$ cat config.mk
export PLATFORM = sky130hd
export DESIGN_NAME = fcap_ctrl
export DESIGN_NICKNAME = d
export VERILOG_FILES = /design/src/hdl/fcap_pkg.sv /design/src/hdl/fcap_sync.sv /design/src/hdl/fcap_tick.sv /design/src/hdl/fcap_ctrl.sv
export SDC_FILE = /design/constraint.sdc
export NUM_CORES = 1
export LEC_CHECK = 0
export BUFFER_PORTS_ARGS = -buffer_cell sky130_fd_sc_hd__buf_4
export CAP_MARGIN = 10
export CORE_AREA = 5 5 131 133
export CTS_BUF_LIST = sky130_fd_sc_hd__clkbuf_2 sky130_fd_sc_hd__clkbuf_4 sky130_fd_sc_hd__clkbuf_8
export DETAILED_ROUTE_END_ITERATION = 12
export DIE_AREA = 0 0 136 138
export PLACE_DENSITY = 0.77
export SYNTH_ARGS = -nofsm -noshare
export SYNTH_HDL_FRONTEND = slang
export SYNTH_SLANG_ARGS = --single-unit
$ cat constraint.sdc
create_clock -name clk_sys_in -period 2.6 [get_ports clk_sys_in]
set_input_delay 0.13 -clock clk_sys_in [delete_from_list [all_inputs] [get_ports clk_sys_in]]
set_output_delay 0.13 -clock clk_sys_in [all_outputs]
set_load 0.02 [all_outputs]
$ cat src/hdl/fcap_pkg.sv
package fcap_pkg;
  // ***********************
  // register map (apb, own)
  // ***********************
  localparam logic [11:0] FCAP_CTRL_OFF   = 12'h000;
  localparam logic [11:0] FCAP_ADDR_OFF   = 12'h004;
  localparam logic [11:0] FCAP_WDATA_OFF  = 12'h008;
  localparam logic [11:0] FCAP_RDATA_OFF  = 12'h00C;
  localparam logic [11:0] FCAP_STATUS_OFF = 12'h010;
  localparam logic [11:0] FCAP_PINS_OFF   = 12'h014;
  localparam logic [11:0] FCAP_TIMING_OFF = 12'h018;
  // ctrl fields: go bit and command code
  localparam int FCAP_CTRL_GO_BIT   = 0;
  localparam int FCAP_CTRL_CMD_LSB  = 4;
  localparam int FCAP_CTRL_CMD_W    = 3;
  // pins fields
  localparam int FCAP_PIN_IDHV_BIT  = 0;
  localparam int FCAP_PIN_RSTHV_BIT = 1;
  localparam int FCAP_PIN_RESET_BIT = 2;
  // status fields
  localparam int FCAP_ST_BUSY_BIT   = 0;
  localparam int FCAP_ST_DONE_BIT   = 1;
  localparam int FCAP_ST_TLE_BIT    = 2;
  localparam int FCAP_ST_LOCK_BIT   = 3;
  // ***********************
  // command codes
  // ***********************
  localparam logic [2:0] FCAP_CMD_READ  = 3'h0;
  localparam logic [2:0] FCAP_CMD_WRITE = 3'h1;
  localparam logic [2:0] FCAP_CMD_IDSEQ = 3'h2;
  localparam logic [2:0] FCAP_CMD_RESET = 3'h3;
  // ***********************
  // flash command words
  // ***********************
  localparam logic [15:0] FCAP_UNLOCK1_ADDR = 16'h0555;
  localparam logic [15:0] FCAP_UNLOCK2_ADDR = 16'h02AA;
  localparam logic [7:0]  FCAP_UNLOCK1_DATA = 8'hAA;
  localparam logic [7:0]  FCAP_UNLOCK2_DATA = 8'h55;
  localparam logic [7:0]  FCAP_IDENT_DATA   = 8'h90;
  localparam logic [7:0]  FCAP_RESET_DATA   = 8'hF0;
  localparam int          FCAP_TLE_BIT      = 5;
  // identification offsets (word mode)
  localparam logic [1:0]  FCAP_ID_MFR       = 2'b00;
  localparam logic [1:0]  FCAP_ID_DEV       = 2'b01;
  localparam logic [1:0]  FCAP_ID_PROT      = 2'b10;
  localparam int          FCAP_GUARD_BIT    = 6;
  // ***********************
  // timing
  // ***********************
  localparam int          FCAP_CLK_MHZ      = 100;
  localparam int          FCAP_PULSE_NS     = 40;
  localparam int          FCAP_PULSE_CYC    = (FCAP_PULSE_NS * FCAP_CLK_MHZ + 999) / 1000;
  localparam logic [7:0]  FCAP_TIMING_RST   = 8'(FCAP_PULSE_CYC);
endpackage

$ cat src/hdl/fcap_sync.sv
module fcap_sync
  import fcap_pkg::*;
#(
  parameter int WIDTH = 16
) (
  input  wire logic             clk_sys_in,
  input  wire logic             rst_in,
  input  wire logic [WIDTH-1:0] async_in,
  output logic      [WIDTH-1:0] sync_out
);
  logic [WIDTH-1:0] meta_q;
  logic [WIDTH-1:0] sync_q;

  if (WIDTH < 1) begin : g_width_chk
    $error("fcap_sync: WIDTH must be positive");
  end

  // first stage read only by the second
  always_ff @(posedge clk_sys_in) begin
    if (rst_in) begin
      meta_q <= '0;
      sync_q <= '0;
    end else begin
      meta_q <= async_in;
      sync_q <= meta_q;
    end
  end

  assign sync_out = sync_q;
endmodule

$ cat src/hdl/fcap_tick.sv
module fcap_tick
  import fcap_pkg::*;
(
  input  wire logic       clk_sys_in,
  input  wire logic       rst_in,
  input  wire logic       run_in,
  input  wire logic [7:0] period_in,
  output logic            tick_out
);
  logic [7:0] cnt_q;
  logic       tick_q;

  // one-cycle enable every period_in cycles while running
  always_ff @(posedge clk_sys_in) begin
    if (rst_in || !run_in) begin
      cnt_q  <= 8'h00;
      tick_q <= 1'b0;
    end else if (cnt_q + 8'h01 >= period_in) begin
      cnt_q  <= 8'h00;
      tick_q <= 1'b1;
    end else begin
      cnt_q  <= cnt_q + 8'h01;
      tick_q <= 1'b0;
    end
  end

  assign tick_out = tick_q;
endmodule

$ cat src/hdl/fcap_ctrl.sv
// How it works
// high-voltage id needs guard bit low
// select bits pick maker, device, protection
// protection read gives one or zero
// command sequence gives ids without high voltage
// device refuses program in protected sector
// all sectors ship unprotected
// protect all sectors before unprotecting
// reset high voltage lifts protection temporarily
// low supply ignores every write
// write only with select, strobe low, oe high
// power-up starts in array read
// wrong sequence step returns to array read
// address on late fall, data early rise
// erase suspend reads array outside sectors
// time-limit flag needs reset command
// reset command aborts unstarted sequences
// reset command ignores address bits
// embedded operations end in array read
// id offsets zero, one, two with sector
// reset pin low aborts to array read
// high-voltage detects are separate outputs
// upper byte holds device identity only
//
// Added by the designer: the APB slave port and the register addresses.
module fcap_ctrl
  import fcap_pkg::*;
#(
  parameter int ADDR_W = 19
) (
  input  wire logic              clk_sys_in,
  input  wire logic              rst_in,
  input  wire logic              psel_in,
  input  wire logic              penable_in,
  input  wire logic              pwrite_in,
  input  wire logic [11:0]       paddr_in,
  input  wire logic [31:0]       pwdata_in,
  output logic      [31:0]       prdata_out,
  output logic                   pready_out,
  output logic                   pslverr_out,
  output logic      [ADDR_W-1:0] fl_addr_out,
  output logic      [15:0]       fl_dq_out,
  output logic                   fl_dq_oe_out,
  input  wire logic [15:0]       fl_dq_in,
  output logic                   fl_ce_n_out,
  output logic                   fl_oe_n_out,
  output logic                   fl_we_n_out,
  output logic                   fl_reset_n_out,
  output logic                   id_voltage_address_pin_hv_out,
  output logic                   reset_pin_hv_out
);
  typedef enum logic [2:0] {FCAP_IDLE, FCAP_RD, FCAP_WR_SET, FCAP_WR_PULSE, FCAP_WR_HOLD, FCAP_NEXT} fcap_state_e;

  if (ADDR_W < 8 || ADDR_W > 24) begin : g_addr_w_chk
    $error("fcap_ctrl: ADDR_W out of range");
  end

  // ***********************
  // register state
  // ***********************
  fcap_state_e        state_q;
  logic [ADDR_W-1:0]  addr_q;
  logic [15:0]        wdata_q;
  logic [15:0]        rdata_q;
  logic [2:0]         cmd_q;
  logic               busy_q;
  logic               done_q;
  logic               tle_q;
  logic               lock_q;
  logic [2:0]         pins_q;
  logic [7:0]         timing_q;
  logic [1:0]         step_q;
  logic [1:0]         nsteps_q;
  logic [15:0]        dq_sync;
  logic               tick;
  logic               apb_wr;
  logic               apb_rd;
  logic [ADDR_W-1:0]  step_addr;
  logic [15:0]        step_data;

  assign apb_wr = psel_in && penable_in && pwrite_in;
  assign apb_rd = psel_in && !penable_in && !pwrite_in;

  fcap_sync #(.WIDTH(16)) u_sync (
    .clk_sys_in (clk_sys_in),
    .rst_in     (rst_in),
    .async_in   (fl_dq_in),
    .sync_out   (dq_sync)
  );

  fcap_tick u_tick (
    .clk_sys_in (clk_sys_in),
    .rst_in     (rst_in),
    .run_in     (busy_q && state_q != FCAP_IDLE && state_q != FCAP_NEXT),
    .period_in  (timing_q),
    .tick_out   (tick)
  );

  // ***********************
  // apb register writes
  // ***********************
  always_ff @(posedge clk_sys_in) begin
    if (rst_in) begin
      addr_q   <= '0;
      wdata_q  <= 16'h0000;
      pins_q   <= 3'b100;
      timing_q <= FCAP_TIMING_RST;
    end else if (apb_wr && !busy_q) begin
      unique case (paddr_in)
        FCAP_ADDR_OFF:   addr_q   <= pwdata_in[ADDR_W-1:0];
        FCAP_WDATA_OFF:  wdata_q  <= pwdata_in[15:0];
        FCAP_PINS_OFF:   pins_q   <= pwdata_in[2:0];
        FCAP_TIMING_OFF: timing_q <= (pwdata_in[7:0] == 8'h00) ? 8'h01 : pwdata_in[7:0];
        default: ;
      endcase
    end
  end

  // ***********************
  // apb read data
  // ***********************
  always_ff @(posedge clk_sys_in) begin
    if (rst_in) begin
      prdata_out  <= 32'h0000_0000;
      pready_out  <= 1'b0;
      pslverr_out <= 1'b0;
    end else begin
      pready_out  <= psel_in && !penable_in;
      pslverr_out <= 1'b0;
      if (apb_rd) begin
        unique case (paddr_in)
          FCAP_CTRL_OFF:   prdata_out <= {25'h0, cmd_q, 3'h0, busy_q};
          FCAP_ADDR_OFF:   prdata_out <= 32'(addr_q);
          FCAP_WDATA_OFF:  prdata_out <= {16'h0000, wdata_q};
          FCAP_RDATA_OFF:  prdata_out <= {16'h0000, rdata_q};
          FCAP_STATUS_OFF: prdata_out <= {28'h0, lock_q, tle_q, done_q, busy_q};
          FCAP_PINS_OFF:   prdata_out <= {29'h0, pins_q};
          FCAP_TIMING_OFF: prdata_out <= {24'h0, timing_q};
          default: begin
            prdata_out  <= 32'h0000_0000;
            pslverr_out <= 1'b1;
          end
        endcase
      end else if (psel_in && !penable_in && !(paddr_in inside {FCAP_CTRL_OFF, FCAP_ADDR_OFF,
                   FCAP_WDATA_OFF, FCAP_STATUS_OFF, FCAP_PINS_OFF, FCAP_TIMING_OFF})) begin
        pslverr_out <= 1'b1;
      end
    end
  end

  // ***********************
  // command sequences
  // ***********************
  // id sequence: two unlocks then id command; reset: one cycle, any address
  always_comb begin
    step_addr = addr_q;
    step_data = wdata_q;
    if (cmd_q == FCAP_CMD_IDSEQ) begin
      unique case (step_q)
        2'd0: begin
          step_addr = ADDR_W'(FCAP_UNLOCK1_ADDR);
          step_data = {8'h00, FCAP_UNLOCK1_DATA};
        end
        2'd1: begin
          step_addr = ADDR_W'(FCAP_UNLOCK2_ADDR);
          step_data = {8'h00, FCAP_UNLOCK2_DATA};
        end
        default: begin
          step_addr = ADDR_W'(FCAP_UNLOCK1_ADDR);
          step_data = {8'h00, FCAP_IDENT_DATA};
        end
      endcase
    end else if (cmd_q == FCAP_CMD_RESET) begin
      step_addr = addr_q;
      step_data = {8'h00, FCAP_RESET_DATA};
    end
  end

  // ***********************
  // bus cycle sequencer
  // ***********************
  always_ff @(posedge clk_sys_in) begin
    if (rst_in) begin
      state_q        <= FCAP_IDLE;
      cmd_q          <= FCAP_CMD_READ;
      busy_q         <= 1'b0;
      done_q         <= 1'b0;
      tle_q          <= 1'b0;
      lock_q         <= 1'b0;
      step_q         <= 2'd0;
      nsteps_q       <= 2'd0;
      rdata_q        <= 16'h0000;
      fl_addr_out    <= '0;
      fl_dq_out      <= 16'h0000;
      fl_dq_oe_out   <= 1'b0;
      fl_ce_n_out    <= 1'b1;
      fl_oe_n_out    <= 1'b1;
      fl_we_n_out    <= 1'b1;
    end else begin
      if (apb_wr && paddr_in == FCAP_STATUS_OFF && pwdata_in[FCAP_ST_DONE_BIT]) begin
        done_q <= 1'b0;
      end
      unique case (state_q)
        FCAP_IDLE: begin
          if (apb_wr && paddr_in == FCAP_CTRL_OFF && pwdata_in[FCAP_CTRL_GO_BIT] && pins_q[FCAP_PIN_RESET_BIT]) begin
            cmd_q    <= pwdata_in[FCAP_CTRL_CMD_LSB +: FCAP_CTRL_CMD_W];
            busy_q   <= 1'b1;
            done_q   <= 1'b0;
            step_q   <= 2'd0;
            nsteps_q <= (pwdata_in[FCAP_CTRL_CMD_LSB +: FCAP_CTRL_CMD_W] == FCAP_CMD_IDSEQ) ? 2'd2 : 2'd0;
            if (pwdata_in[FCAP_CTRL_CMD_LSB +: FCAP_CTRL_CMD_W] == FCAP_CMD_READ) begin
              state_q     <= FCAP_RD;
              fl_addr_out <= addr_q;
              fl_ce_n_out <= 1'b0;
              fl_oe_n_out <= 1'b0; // oe low keeps reads from writing
            end else begin
              state_q     <= FCAP_WR_SET;
            end
          end
        end
        FCAP_RD: begin
          if (tick) begin
            rdata_q     <= dq_sync;
            fl_ce_n_out <= 1'b1;
            fl_oe_n_out <= 1'b1;
            state_q     <= FCAP_NEXT;
          end
        end
        FCAP_WR_SET: begin
          // address set up with oe high before the strobe falls
          fl_addr_out  <= step_addr;
          fl_dq_out    <= step_data;
          fl_dq_oe_out <= 1'b1;
          fl_oe_n_out  <= 1'b1;
          // dq_oe marks a setup edge already done: one-cycle phases keep address setup
          if (tick && fl_dq_oe_out) begin
            fl_ce_n_out <= 1'b0;
            fl_we_n_out <= 1'b0;
            state_q     <= FCAP_WR_PULSE;
          end
        end
        FCAP_WR_PULSE: begin
          if (tick) begin
            fl_we_n_out <= 1'b1; // data taken on first rise
            state_q     <= FCAP_WR_HOLD;
          end
        end
        FCAP_WR_HOLD: begin
          if (tick) begin
            fl_ce_n_out  <= 1'b1;
            fl_dq_oe_out <= 1'b0;
            if (step_q < nsteps_q) begin
              step_q  <= step_q + 2'd1;
              state_q <= FCAP_WR_SET;
            end else begin
              state_q <= FCAP_NEXT;
            end
          end
        end
        FCAP_NEXT: begin
          busy_q  <= 1'b0;
          done_q  <= 1'b1;
          state_q <= FCAP_IDLE;
          if (cmd_q == FCAP_CMD_RESET) begin
            tle_q <= 1'b0;
          end else if (cmd_q == FCAP_CMD_READ && rdata_q[FCAP_TLE_BIT]) begin
            tle_q <= 1'b1;
          end
          if (cmd_q == FCAP_CMD_IDSEQ) begin
            lock_q <= 1'b1; // device stays in id mode
          end else if (cmd_q == FCAP_CMD_RESET) begin
            lock_q <= 1'b0;
          end
        end
        default: state_q <= FCAP_IDLE;
      endcase
    end
  end

  // ***********************
  // pin outputs
  // ***********************
  always_ff @(posedge clk_sys_in) begin
    if (rst_in) begin
      fl_reset_n_out                <= 1'b0;
      id_voltage_address_pin_hv_out <= 1'b0;
      reset_pin_hv_out              <= 1'b0;
    end else begin
      fl_reset_n_out                <= pins_q[FCAP_PIN_RESET_BIT];
      id_voltage_address_pin_hv_out <= pins_q[FCAP_PIN_IDHV_BIT];
      reset_pin_hv_out              <= pins_q[FCAP_PIN_RSTHV_BIT];
    end
  end

  // ***********************
  // checks
  // ***********************
  write_strobe_a: assert property (@(posedge clk_sys_in) disable iff (rst_in)
    !fl_we_n_out |-> !fl_ce_n_out && fl_oe_n_out) else $error("write strobe without ce or with oe");
  read_no_we_a: assert property (@(posedge clk_sys_in) disable iff (rst_in)
    !fl_oe_n_out |-> fl_we_n_out && !fl_dq_oe_out) else $error("read overlaps a write");
  addr_stable_a: assert property (@(posedge clk_sys_in) disable iff (rst_in)
    !fl_we_n_out |=> $stable(fl_addr_out) && $stable(fl_dq_out)) else $error("address moved in strobe");
  addr_setup_a: assert property (@(posedge clk_sys_in) disable iff (rst_in)
    $fell(fl_we_n_out) |-> $stable(fl_addr_out) && $stable(fl_dq_out)) else $error("address moved at strobe");
  ce_after_we_a: assert property (@(posedge clk_sys_in) disable iff (rst_in)
    $rose(fl_we_n_out) |-> !fl_ce_n_out) else $error("ce rose before we");
  reset_data_a: assert property (@(posedge clk_sys_in) disable iff (rst_in)
    $fell(fl_we_n_out) && cmd_q == FCAP_CMD_RESET |-> fl_dq_out[7:0] == FCAP_RESET_DATA)
    else $error("reset command data wrong");
  unlock_first_a: assert property (@(posedge clk_sys_in) disable iff (rst_in)
    $fell(fl_we_n_out) && cmd_q == FCAP_CMD_IDSEQ && step_q == 2'd0 |->
    fl_dq_out[7:0] == FCAP_UNLOCK1_DATA) else $error("id sequence first step wrong");
  tle_clear_a: assert property (@(posedge clk_sys_in) disable iff (rst_in)
    state_q == FCAP_NEXT && cmd_q == FCAP_CMD_RESET |=> !tle_q && !lock_q) else $error("reset left flags");
  reset_pin_a: assert property (@(posedge clk_sys_in) disable iff (rst_in)
    !pins_q[FCAP_PIN_RESET_BIT] |=> !fl_reset_n_out) else $error("reset pin not driven");
  id_cov_c: cover property (@(posedge clk_sys_in) state_q == FCAP_NEXT && cmd_q == FCAP_CMD_IDSEQ);
  rd_cov_c: cover property (@(posedge clk_sys_in) state_q == FCAP_NEXT && cmd_q == FCAP_CMD_READ);
  rst_cov_c: cover property (@(posedge clk_sys_in) state_q == FCAP_NEXT && cmd_q == FCAP_CMD_RESET);
endmodule

==> results of run 1 <==
layer usage:
layer	part of all wire [%]	GRT usage (%)
met5	0	0
met4	3.0	8.65
met3	7.3	4.25
met2	46	34.2
met1	44	28.7
logic make-up after synthesis:
| group | count (synthesis) |
|---|---|
| simple gates | 327 |
| compound gates | 183 |
| flops | 179 |
| buf+inv | 91 |
| mux | 70 |
| fa+ha+maj | 13 |
| xor+xnor | 6 |
| other cells | 1 |
Yosys cell counts, types with 4 or more instances:
master	instances	share of area, %
sky130_fd_sc_hd__nand3b_1	5	0.48
sky130_fd_sc_hd__and3_1	8	0.64
sky130_fd_sc_hd__a22oi_1	11	1.1
sky130_fd_sc_hd__xnor2_1	4	0.45
sky130_fd_sc_hd__a221oi_1	4	0.45
sky130_fd_sc_hd__a21boi_0	7	0.67
sky130_fd_sc_hd__nand2b_1	6	0.48
sky130_fd_sc_hd__clkbuf_1	50	2.4
sky130_fd_sc_hd__ha_1	13	2.1
sky130_fd_sc_hd__nor2_1	15	0.72
sky130_fd_sc_hd__dfxtp_1	179	46
sky130_fd_sc_hd__o211ai_1	12	1.2
sky130_fd_sc_hd__a221o_1	4	0.51
sky130_fd_sc_hd__inv_1	14	0.67
sky130_fd_sc_hd__nor3b_1	6	0.58
sky130_fd_sc_hd__nor4b_1	4	0.45
sky130_fd_sc_hd__nand2_1	151	7.3
sky130_fd_sc_hd__buf_4	16	1.5
sky130_fd_sc_hd__buf_2	7	0.45
sky130_fd_sc_hd__mux2i_1	55	7.0
sky130_fd_sc_hd__o21ai_0	43	2.8
sky130_fd_sc_hd__a21oi_1	60	3.8
sky130_fd_sc_hd__or3_1	7	0.56
sky130_fd_sc_hd__o211a_1	10	1.3
sky130_fd_sc_hd__nand4_1	9	0.72
sky130_fd_sc_hd__mux2_2	12	1.7
sky130_fd_sc_hd__nand3_1	43	2.8
sky130_fd_sc_hd__nor3_1	8	0.51
sky130_fd_sc_hd__a32oi_1	4	0.45
sky130_fd_sc_hd__nor2b_1	43	3.4
state kept, by name, indices dropped and copies added, names as in the netlist, 2 cells and up:
signal and count:
addr_q 19, fl_addr_out 19, prdata_out 19, fl_dq_out 16
rdata_q 16, u_sync.meta_q 16, u_sync.sync_out 16, wdata_q 16
timing_q 8, u_tick.cnt_q 8, cmd_q 3, pins_q 3
state_q 3, step_q 2
metrics by stage:
stage / util, % / worst slack (ps) / std cells / area (µm²) / hold slack (ps)
2_1_floorplan: - / 477 / 882 / 7860 / 215
3_3_place_gp: 55.8 / 382 / 1154 / 8770 / 342
3_5_place_dp: 55.8 / 318 / 1154 / 8770 / 344
4_1_cts: 60.8 / 293 / 1223 / 9550 / 32.8
5_1_grt: 60.8 / 173 / 1223 / 9550 / 61.5
6_report: 60.8 / 289 / 1223 / 9550 / 72.0
layout by cell type, fill, tap and decap left out, types with 13 or more instances in the layout:
cell type,n
sky130_fd_sc_hd__o21ai_0,43
sky130_fd_sc_hd__buf_4,131
sky130_fd_sc_hd__ha_1,13
sky130_fd_sc_hd__nor2b_1,43
sky130_fd_sc_hd__inv_1,14
sky130_fd_sc_hd__dlygate4sd3_1,37
sky130_fd_sc_hd__clkbuf_8,22
sky130_fd_sc_hd__conb_1,13
sky130_fd_sc_hd__nand3_1,43
sky130_fd_sc_hd__nor2_1,15
sky130_fd_sc_hd__mux2i_1,55
sky130_fd_sc_hd__dfxtp_1,179
sky130_fd_sc_hd__nand2_1,151
sky130_fd_sc_hd__a21oi_1,60
power groups by stage:
stage / Sequential [µW] / Clock (µW) / Combinational, µW
after floorplan: 2840 / 0 / 161
after global placement: 2840 / 0 / 264
after detailed placement: 2840 / 0 / 266
after CTS: 2770 / 1940 / 311
after global routing: 2780 / 2050 / 340
final: 2770 / 1910 / 318
worst paths after layout:
| check | startpoint | to |
|---|---|---|
| worst max register to register | u_tick.cnt_q[0] | u_tick.cnt_q[5] |
| worst max-delay path | u_tick.cnt_q[0] | u_tick.cnt_q[5] |
| worst min-delay path | rst_in | u_sync.meta_q[11] |
| worst min register to register | u_sync.sync_out[11] | rdata_q[11] |
cell type report:
cell class,count,area share (%)
multi-input cells,612,40.4
flip-flops and latches,179,37.5
repair buffers,169,14.4
clock buffers,23,3.25
well taps,216,2.83
clock inverters,9,0.983
inverters,15,0.590
worst reg2reg max path, delay by kind of cell, from the launching register on:
family	cells	cell delay [ps]
compound gates	3	630
fa+ha+maj	2	520
simple gates	3	450
flops	1	420
xor+xnor	1	170
what timing repair did:
item / in CTS / in global routing
setup endpoints to repair: 0 / 0
hold endpoints to repair: 60 / 0
hold buffers: 37 / 0
==> out/summary.json, run 1 <==
{
  "timing.final.crit_period_ps": 2310,
  "switchingPower_uw": 1180,
  "timing.final.max_slew_violations": 0,
  "critical_path.slowest_cell": "sky130_fd_sc_hd__dfxtp_1",
  "grt_antenna_before_repair": 0,
  "dominant_synthesized_flop_cell": "sky130_fd_sc_hd__dfxtp_1",
  "dr_vias_cell": 5.52,
  "run_status": "completed",
  "p_leak_uw": 0.00392,
  "synthArstFlopShare_pct": 0,
  "power.density_cell_area_nw_per_um2": 523,
  "number_of_buffers_inserted_by_post_cts_setup_repair": 0,
  "seq_area_um2": 3580,
  "finalWirelength_um": 20600,
  "place.port_buffers": 114,
  "routed-via-count": 6749,
  "drt_pass1_iterations": 5,
  "floorplan.io_pins": 141,
  "hpwlAfterDp_um": 14400,
  "floorplan.die.width_um": 136,
  "r2r_setup_slack_ps": 290,
  "post_synth_xor_area_fraction_pct": 0.673,
  "worst_ir_drop_vdd_v": 0.000398,
  "numClockSinks": 179,
  "synth_cell_types": 67,
  "fin_nets": 1072,
  "total_power_uw": 5000,
  "critPathLaunchType": "flop",
  "ys_seq_elements": 179,
  "clock_skew_ps": 14.5,
  "synth_enable_flop_cells": 0,
  "netlist_instances": 870,
  "basic_gate_share_of_the_synthesized_area_counting_and_or_nand_and_nor_cells_pct": 21.0,
  "floorplan.initialDensity_pct": 49.7,
  "tritoncts": "yes",
  "pwr-share-comb_pct": 6.4,
  "timing.max_cap.violations": 0,
  "cp_cell_sequence": "ha_1 -> and3_1 -> nand3_1 -> xnor2_1 -> ha_1 -> and4_1 -> o21ai_0 -> o211a_1 -> o211a_1",
  "worst_margin_pin_slew_ps": 1100,
  "rsz_0062_raised_after_global_routing": "no",
  "die-height_um": 138,
  "worst-path-max-fanout": 9,
  "clk_root_buffer_cell": "sky130_fd_sc_hd__clkbuf_8",
  "path_delay_family": "compound AO/OA/AOI/OAI gates",
  "wl_per_cell_um": 16.8,
  "power_frac_clock_pct": 38.1,
  "synth_mux_area_share_pct": 9.64,
  "grt_start_max_net_pins": 68,
  "number_of_warning_messages_in_the_yosys_log": 0,
  "netlist_area_um2": 7810,
  "yosys.area_share.adder_pct": 2.08,
  "cts_htree_levels": 4,
  "max_freq_mhz": 433,
  "nFillCells": 1334,
  "grt_remaining_overflow": 0,
  "p_int_uw": 3810,
  "synth_seq_area_share_pct": 45.9,
  "p_sw_share_pct": 23.7,
  "postCtsResizedCells": 0,
  "cp_slowest_stage_delay_ps": 420,
  "tritoncts.num_buffers": 17,
  "cp.depth": 9,
  "min_period_over_period_pct": 88.9,
  "design.core.area_um2": 15700,
  "cts.reportedPaths.clkPinSlew_ps": 100,
  "worstPathRequired_ps": 2950,
  "timing.critical_path.arrival_ps": 2660,
  "timing.reg2reg.worst_path_depth": 9,
  "multi_input_area_um2": 3860,
  "final-setup-viol-count": 0,
  "proportion_of_layout_cells_with_a_drive_suffix_above_1_pct": 19.2,
  "hold_path.class": "primary input to flop",
  "route.detailed.drc": 0,
  "finalSetupTns_ps": 0,
  "setup.worst_path.class": "flop to flop",
  "worstSetupEndpointType": "flop",
  "postRouteAntennaNets": 0,
  "report.final.hold_viol_count": 0,
  "gp_congestion": 0.841,
  "synth_top_family_by_area": "simple AND/OR/NAND/NOR gates",
  "die_area_um2": 18800,
  "maxSlewHeadroom_pct": 26.7,
  "area.growth.synth_to_final_pct": 22.2,
  "total_routing_usage_reported_by_global_routing_pct": 21.5,
  "grt_pass1_vias": 6228,
  "drt-initial-drc-count": 637,
  "synth-compound-area-share_pct": 15.3,
  "power_frac_seq_pct": 55.5,
  "path_buf_inv": 0,
  "wire_length_of_the_first_global_routing_pass_um": 32500,
  "rows": 46,
  "synth_area_per_cell_um2": 8.98,
  "hold_path_depth": 2,
  "clk_path_buf_depth": 2,
  "clkLatencyLatePin_ps": 460,
  "antenna_cells_inserted": 0
}
Note: power is estimated with default switching activity, not from simulation.
==> run 2: changes to the inputs <==
Settings changed: REMOVE_ABC_BUFFERS set to 1.
==> run 2 against run 1 <==
Clock skew up 1.0 ps. Fmax rose by 2.2%. Non-clock buffer count rose by 5. Core utilization grew 0.30 points. First-iteration DRC count decreased by 2.5%. Cell count up 0.33%. Combinational power increased by 2%. Clock power up 3%.
==> out/summary.json, run 2 (synthesis results as in run 1) <==
{
  "run_status": "completed",
  "timing.final.max_slew_violations": {"value": 0, "change": "unchanged"},
  "worstSetupEndpointType": "flop",
  "total_routing_usage_reported_by_global_routing": {"value": 22.4, "unit": "%", "change": "+0.87 points"},
  "grt_remaining_overflow": {"value": 0, "change": "unchanged"},
  "holdBufCountCts": {"value": 37, "change": "unchanged"},
  "maxSlewHeadroom": {"value": 58.8, "unit": "%", "change": "+32 points"},
  "pwr-share-comb": {"value": 6.4, "unit": "%", "change": "about the same"},
  "worst_ir_drop_vdd": {"value": 0.000498, "unit": "V", "change": "+25%"},
  "power.density_cell_area": {"value": 528, "unit": "nW/µm²", "change": "+0.87%"},
  "tritoncts": "yes",
  "finalSetupTns": {"value": 0, "unit": "ps", "change": "unchanged"},
  "tritoncts.num_buffers": {"value": 17, "change": "unchanged"},
  "p_leak": {"value": 0.00394, "unit": "µW", "change": "+0.52%"},
  "min_period_over_period": {"value": 87.0, "unit": "%", "change": "-1.9 points"},
  "rsz_0062_raised_after_global_routing": "no",
  "wl_per_cell": {"value": 17.3, "unit": "µm", "change": "+2.7%"},
  "clk_root_buffer_cell": "sky130_fd_sc_hd__clkbuf_8",
  "timing.max_cap.violations": {"value": 0, "change": "unchanged"},
  "worst_margin_pin_slew": {"value": 616, "unit": "ps", "change": "-479 ps"},
  "floorplan.initialDensity": {"value": 49.7, "unit": "%", "change": "unchanged"},
  "fin_nets": {"value": 1077, "change": "+0.47%"},
  "postCtsResizedCells": {"value": 0, "change": "unchanged"},
  "routed-via-count": {"value": 6877, "change": "+1.9%"},
  "power_frac_clock": {"value": 38.8, "unit": "%", "change": "+0.7 points"},
  "dr_vias_cell": {"value": 5.60, "change": "+1.6%"},
  "design.core.area": {"value": 15700, "unit": "µm²", "change": "unchanged"},
  "antenna_cells_inserted": {"value": 0, "change": "unchanged"},
  "clkLatencyLatePin": {"value": 480, "unit": "ps", "change": "+20 ps"},
  "worst-path-max-fanout": {"value": 9, "change": "unchanged"},
  "number_of_buffers_inserted_by_post_cts_setup_repair": {"value": 0, "change": "unchanged"},
  "biggestRegsByFlops": "addr_q: 19 flops, fl_addr_out: 19 flops, prdata_out: 19 flops",
  "holdWs": {"value": 44.8, "unit": "ps", "change": "-27.3 ps"},
  "numClockSinks": {"value": 179, "change": "unchanged"},
  "finalWirelength": {"value": 21200, "unit": "µm", "change": "+3.1%"},
  "die-height": {"value": 138, "unit": "µm", "change": "unchanged"},
  "die_area": {"value": 18800, "unit": "µm²", "change": "unchanged"},
  "p_sw_share": {"value": 24.6, "unit": "%", "change": "+0.93 points"},
  "grt_pass1_vias": {"value": 6604, "change": "+6.0%"},
  "timing.final.crit_period": {"value": 2260, "unit": "ps", "change": "-49.0 ps"},
  "clock_skew": {"value": 15.5, "unit": "ps", "change": "+1.04 ps"},
  "wire_length_of_the_first_global_routing_pass": {"value": 33700, "unit": "µm", "change": "+3.7%"},
  "timing.hold.worst.start": "pwrite_in",
  "drt-initial-drc-count": {"value": 621, "change": "-2.5%"},
  "switchingPower": {"value": 1250, "unit": "µW", "change": "+5.4%"},
  "floorplan.io_pins": {"value": 141, "change": "unchanged"},
  "area.growth.synth_to_final_pct": 22.8,
  "gp_congestion": {"value": 0.830, "change": "-1.3%"},
  "cts.reportedPaths.clkPinSlew": {"value": 100, "unit": "ps", "change": "about the same"},
  "max_freq": {"value": 442, "unit": "MHz", "change": "+2.2%"},
  "place.port_buffers": {"value": 114, "change": "unchanged"},
  "floorplan.die.width": {"value": 136, "unit": "µm", "change": "unchanged"},
  "grt_antenna_before_repair": {"value": 1, "change": "+1"},
  "timing.critical_path.arrival": {"value": 2630, "unit": "ps", "change": "-30 ps"},
  "power_frac_seq": {"value": 54.7, "unit": "%", "change": "-0.8 points"},
  "critPathLaunchType": "flop",
  "rows": {"value": 46, "change": "unchanged"},
  "clk_path_buf_depth": {"value": 2, "change": "unchanged"},
  "hold_path.class": "primary input to flop",
  "proportion_of_layout_cells_with_a_drive_suffix_above_1": {"value": 19.5, "unit": "%", "change": "+0.32 points"},
  "report.final.hold_viol_count": {"value": 0, "change": "unchanged"},
  "p_int": {"value": 3820, "unit": "µW", "change": "+0.14%"},
  "grt_start_max_net_pins": {"value": 57, "change": "-16%"},
  "worstPathRequired": {"value": 2970, "unit": "ps", "change": "+20 ps"},
  "startpoint_of_the_most_critical_register_to_register_path": "u_tick.cnt_q[0]",
  "placed_cell_area": {"value": 8820, "unit": "µm²", "change": "+0.57%"},
  "final_cell_area": {"value": 9590, "unit": "µm²", "change": "+0.50%"},
  "route.detailed.drc": {"value": 0, "change": "unchanged"},
  "setup.worst_path.class": "flop to flop",
  "final-setup-viol-count": {"value": 0, "change": "unchanged"},
  "postRouteAntennaNets": {"value": 0, "change": "unchanged"},
  "hpwlAfterDp": {"value": 14400, "unit": "µm", "change": "-0.25%"},
  "final_common_cell": "sky130_fd_sc_hd__dfxtp_1",
  "total_power": {"value": 5060, "unit": "µW", "change": "+1.4%"},
  "drt_pass1_iterations": {"value": 5, "change": "unchanged"},
  "layout.cells.most_common_list": "sky130_fd_sc_hd__dfxtp_1, sky130_fd_sc_hd__nand2_1, sky130_fd_sc_hd__buf_4, sky130_fd_sc_hd__a21oi_1, sky130_fd_sc_hd__mux2i_1",
  "cts_htree_levels": {"value": 4, "change": "unchanged"},
  "startpoint": "u_tick.cnt_q[0]"
}
## run 2: cell types whose count changed in the layout (fill, tap and decap cells not counted)
| cell | previous run | this run |
|---|---|---|
| sky130_fd_sc_hd__buf_12 | 1 | 2 |
| sky130_fd_sc_hd__buf_4 | 131 | 135 |
| sky130_fd_sc_hd__clkbuf_8 | 22 | 18 |
| sky130_fd_sc_hd__bufinv_16 | 1 | 2 |
| sky130_fd_sc_hd__clkinvlp_4 | 1 | 2 |
| sky130_fd_sc_hd__inv_6 | 2 | 5 |
| sky130_fd_sc_hd__inv_8 | 1 | 2 |
| sky130_fd_sc_hd__clkinv_4 | 2 | 0 |
| sky130_fd_sc_hd__clkinv_2 | 2 | 1 |
## run 2: per-stage QoR
step	setup slack (ps)	utilization (%)	instances
finish	338	61.1	1227
global route	188	61.1	1227
CTS	340	61.1	1227
detailed placement	366	56.1	1159
global placement	413	56.1	1159
floorplan	80.3	-	806
## run 2: power by group through the flow
| stage | registers (µW) | clock network (µW) | logic (µW) |
|---|---|---|---|
| 2_1_floorplan | 2840 | 0 | 105 |
| 3_3_place_gp | 2840 | 0 | 272 |
| 3_5_place_dp | 2840 | 0 | 275 |
| 4_1_cts | 2770 | 2000 | 320 |
| 5_1_grt | 2780 | 2120 | 347 |
| 6_report | 2770 | 1970 | 325 |
## run 2: per-layer routing
| metal | track usage, % | up-vias | wire length (µm) |
|---|---|---|---|
| li1 | - | 3297 | - |
| met1 | 28.7 | 3279 | 9010 |
| met2 | 36.1 | 249 | 10200 |
| met3 | 5.91 | 50 | 1440 |
| met4 | 8.33 | 2 | 582 |
| met5 | 0 | - | 13 |
## run 2: worst max-delay path: stages, from the launching register on
cell	delay (ps)
sky130_fd_sc_hd__dfxtp_1	410
sky130_fd_sc_hd__ha_1	200
sky130_fd_sc_hd__and3_1	190
sky130_fd_sc_hd__nand3_1	100
sky130_fd_sc_hd__xnor2_1	150
sky130_fd_sc_hd__ha_1	300
sky130_fd_sc_hd__and4_1	160
sky130_fd_sc_hd__o21ai_0	70
sky130_fd_sc_hd__o211a_1	330
sky130_fd_sc_hd__o211a_1	250
## run 2: area by class of cell
type	instances	area, µm²
Timing Repair Buffer	174	1420
Inverter	15	56.3
Fill cell	1344	6120
Clock buffer	19	255
Tap cell	216	270
Clock inverter	12	146
Multi-Input combinational cell	612	3860
Sequential cell	179	3580
## run 2: worst paths after layout
| path | depth (start not counted) | endpoint | slack (ps) |
|---|---|---|---|
| setup / recovery | 9 | u_tick.cnt_q[6] | 340 |
| hold / removal | 4 | prdata_out[16] | 40 |
| hold reg to reg | 2 | rdata_q[7] | 440 |
| setup reg to reg | 9 | u_tick.cnt_q[6] | 340 |
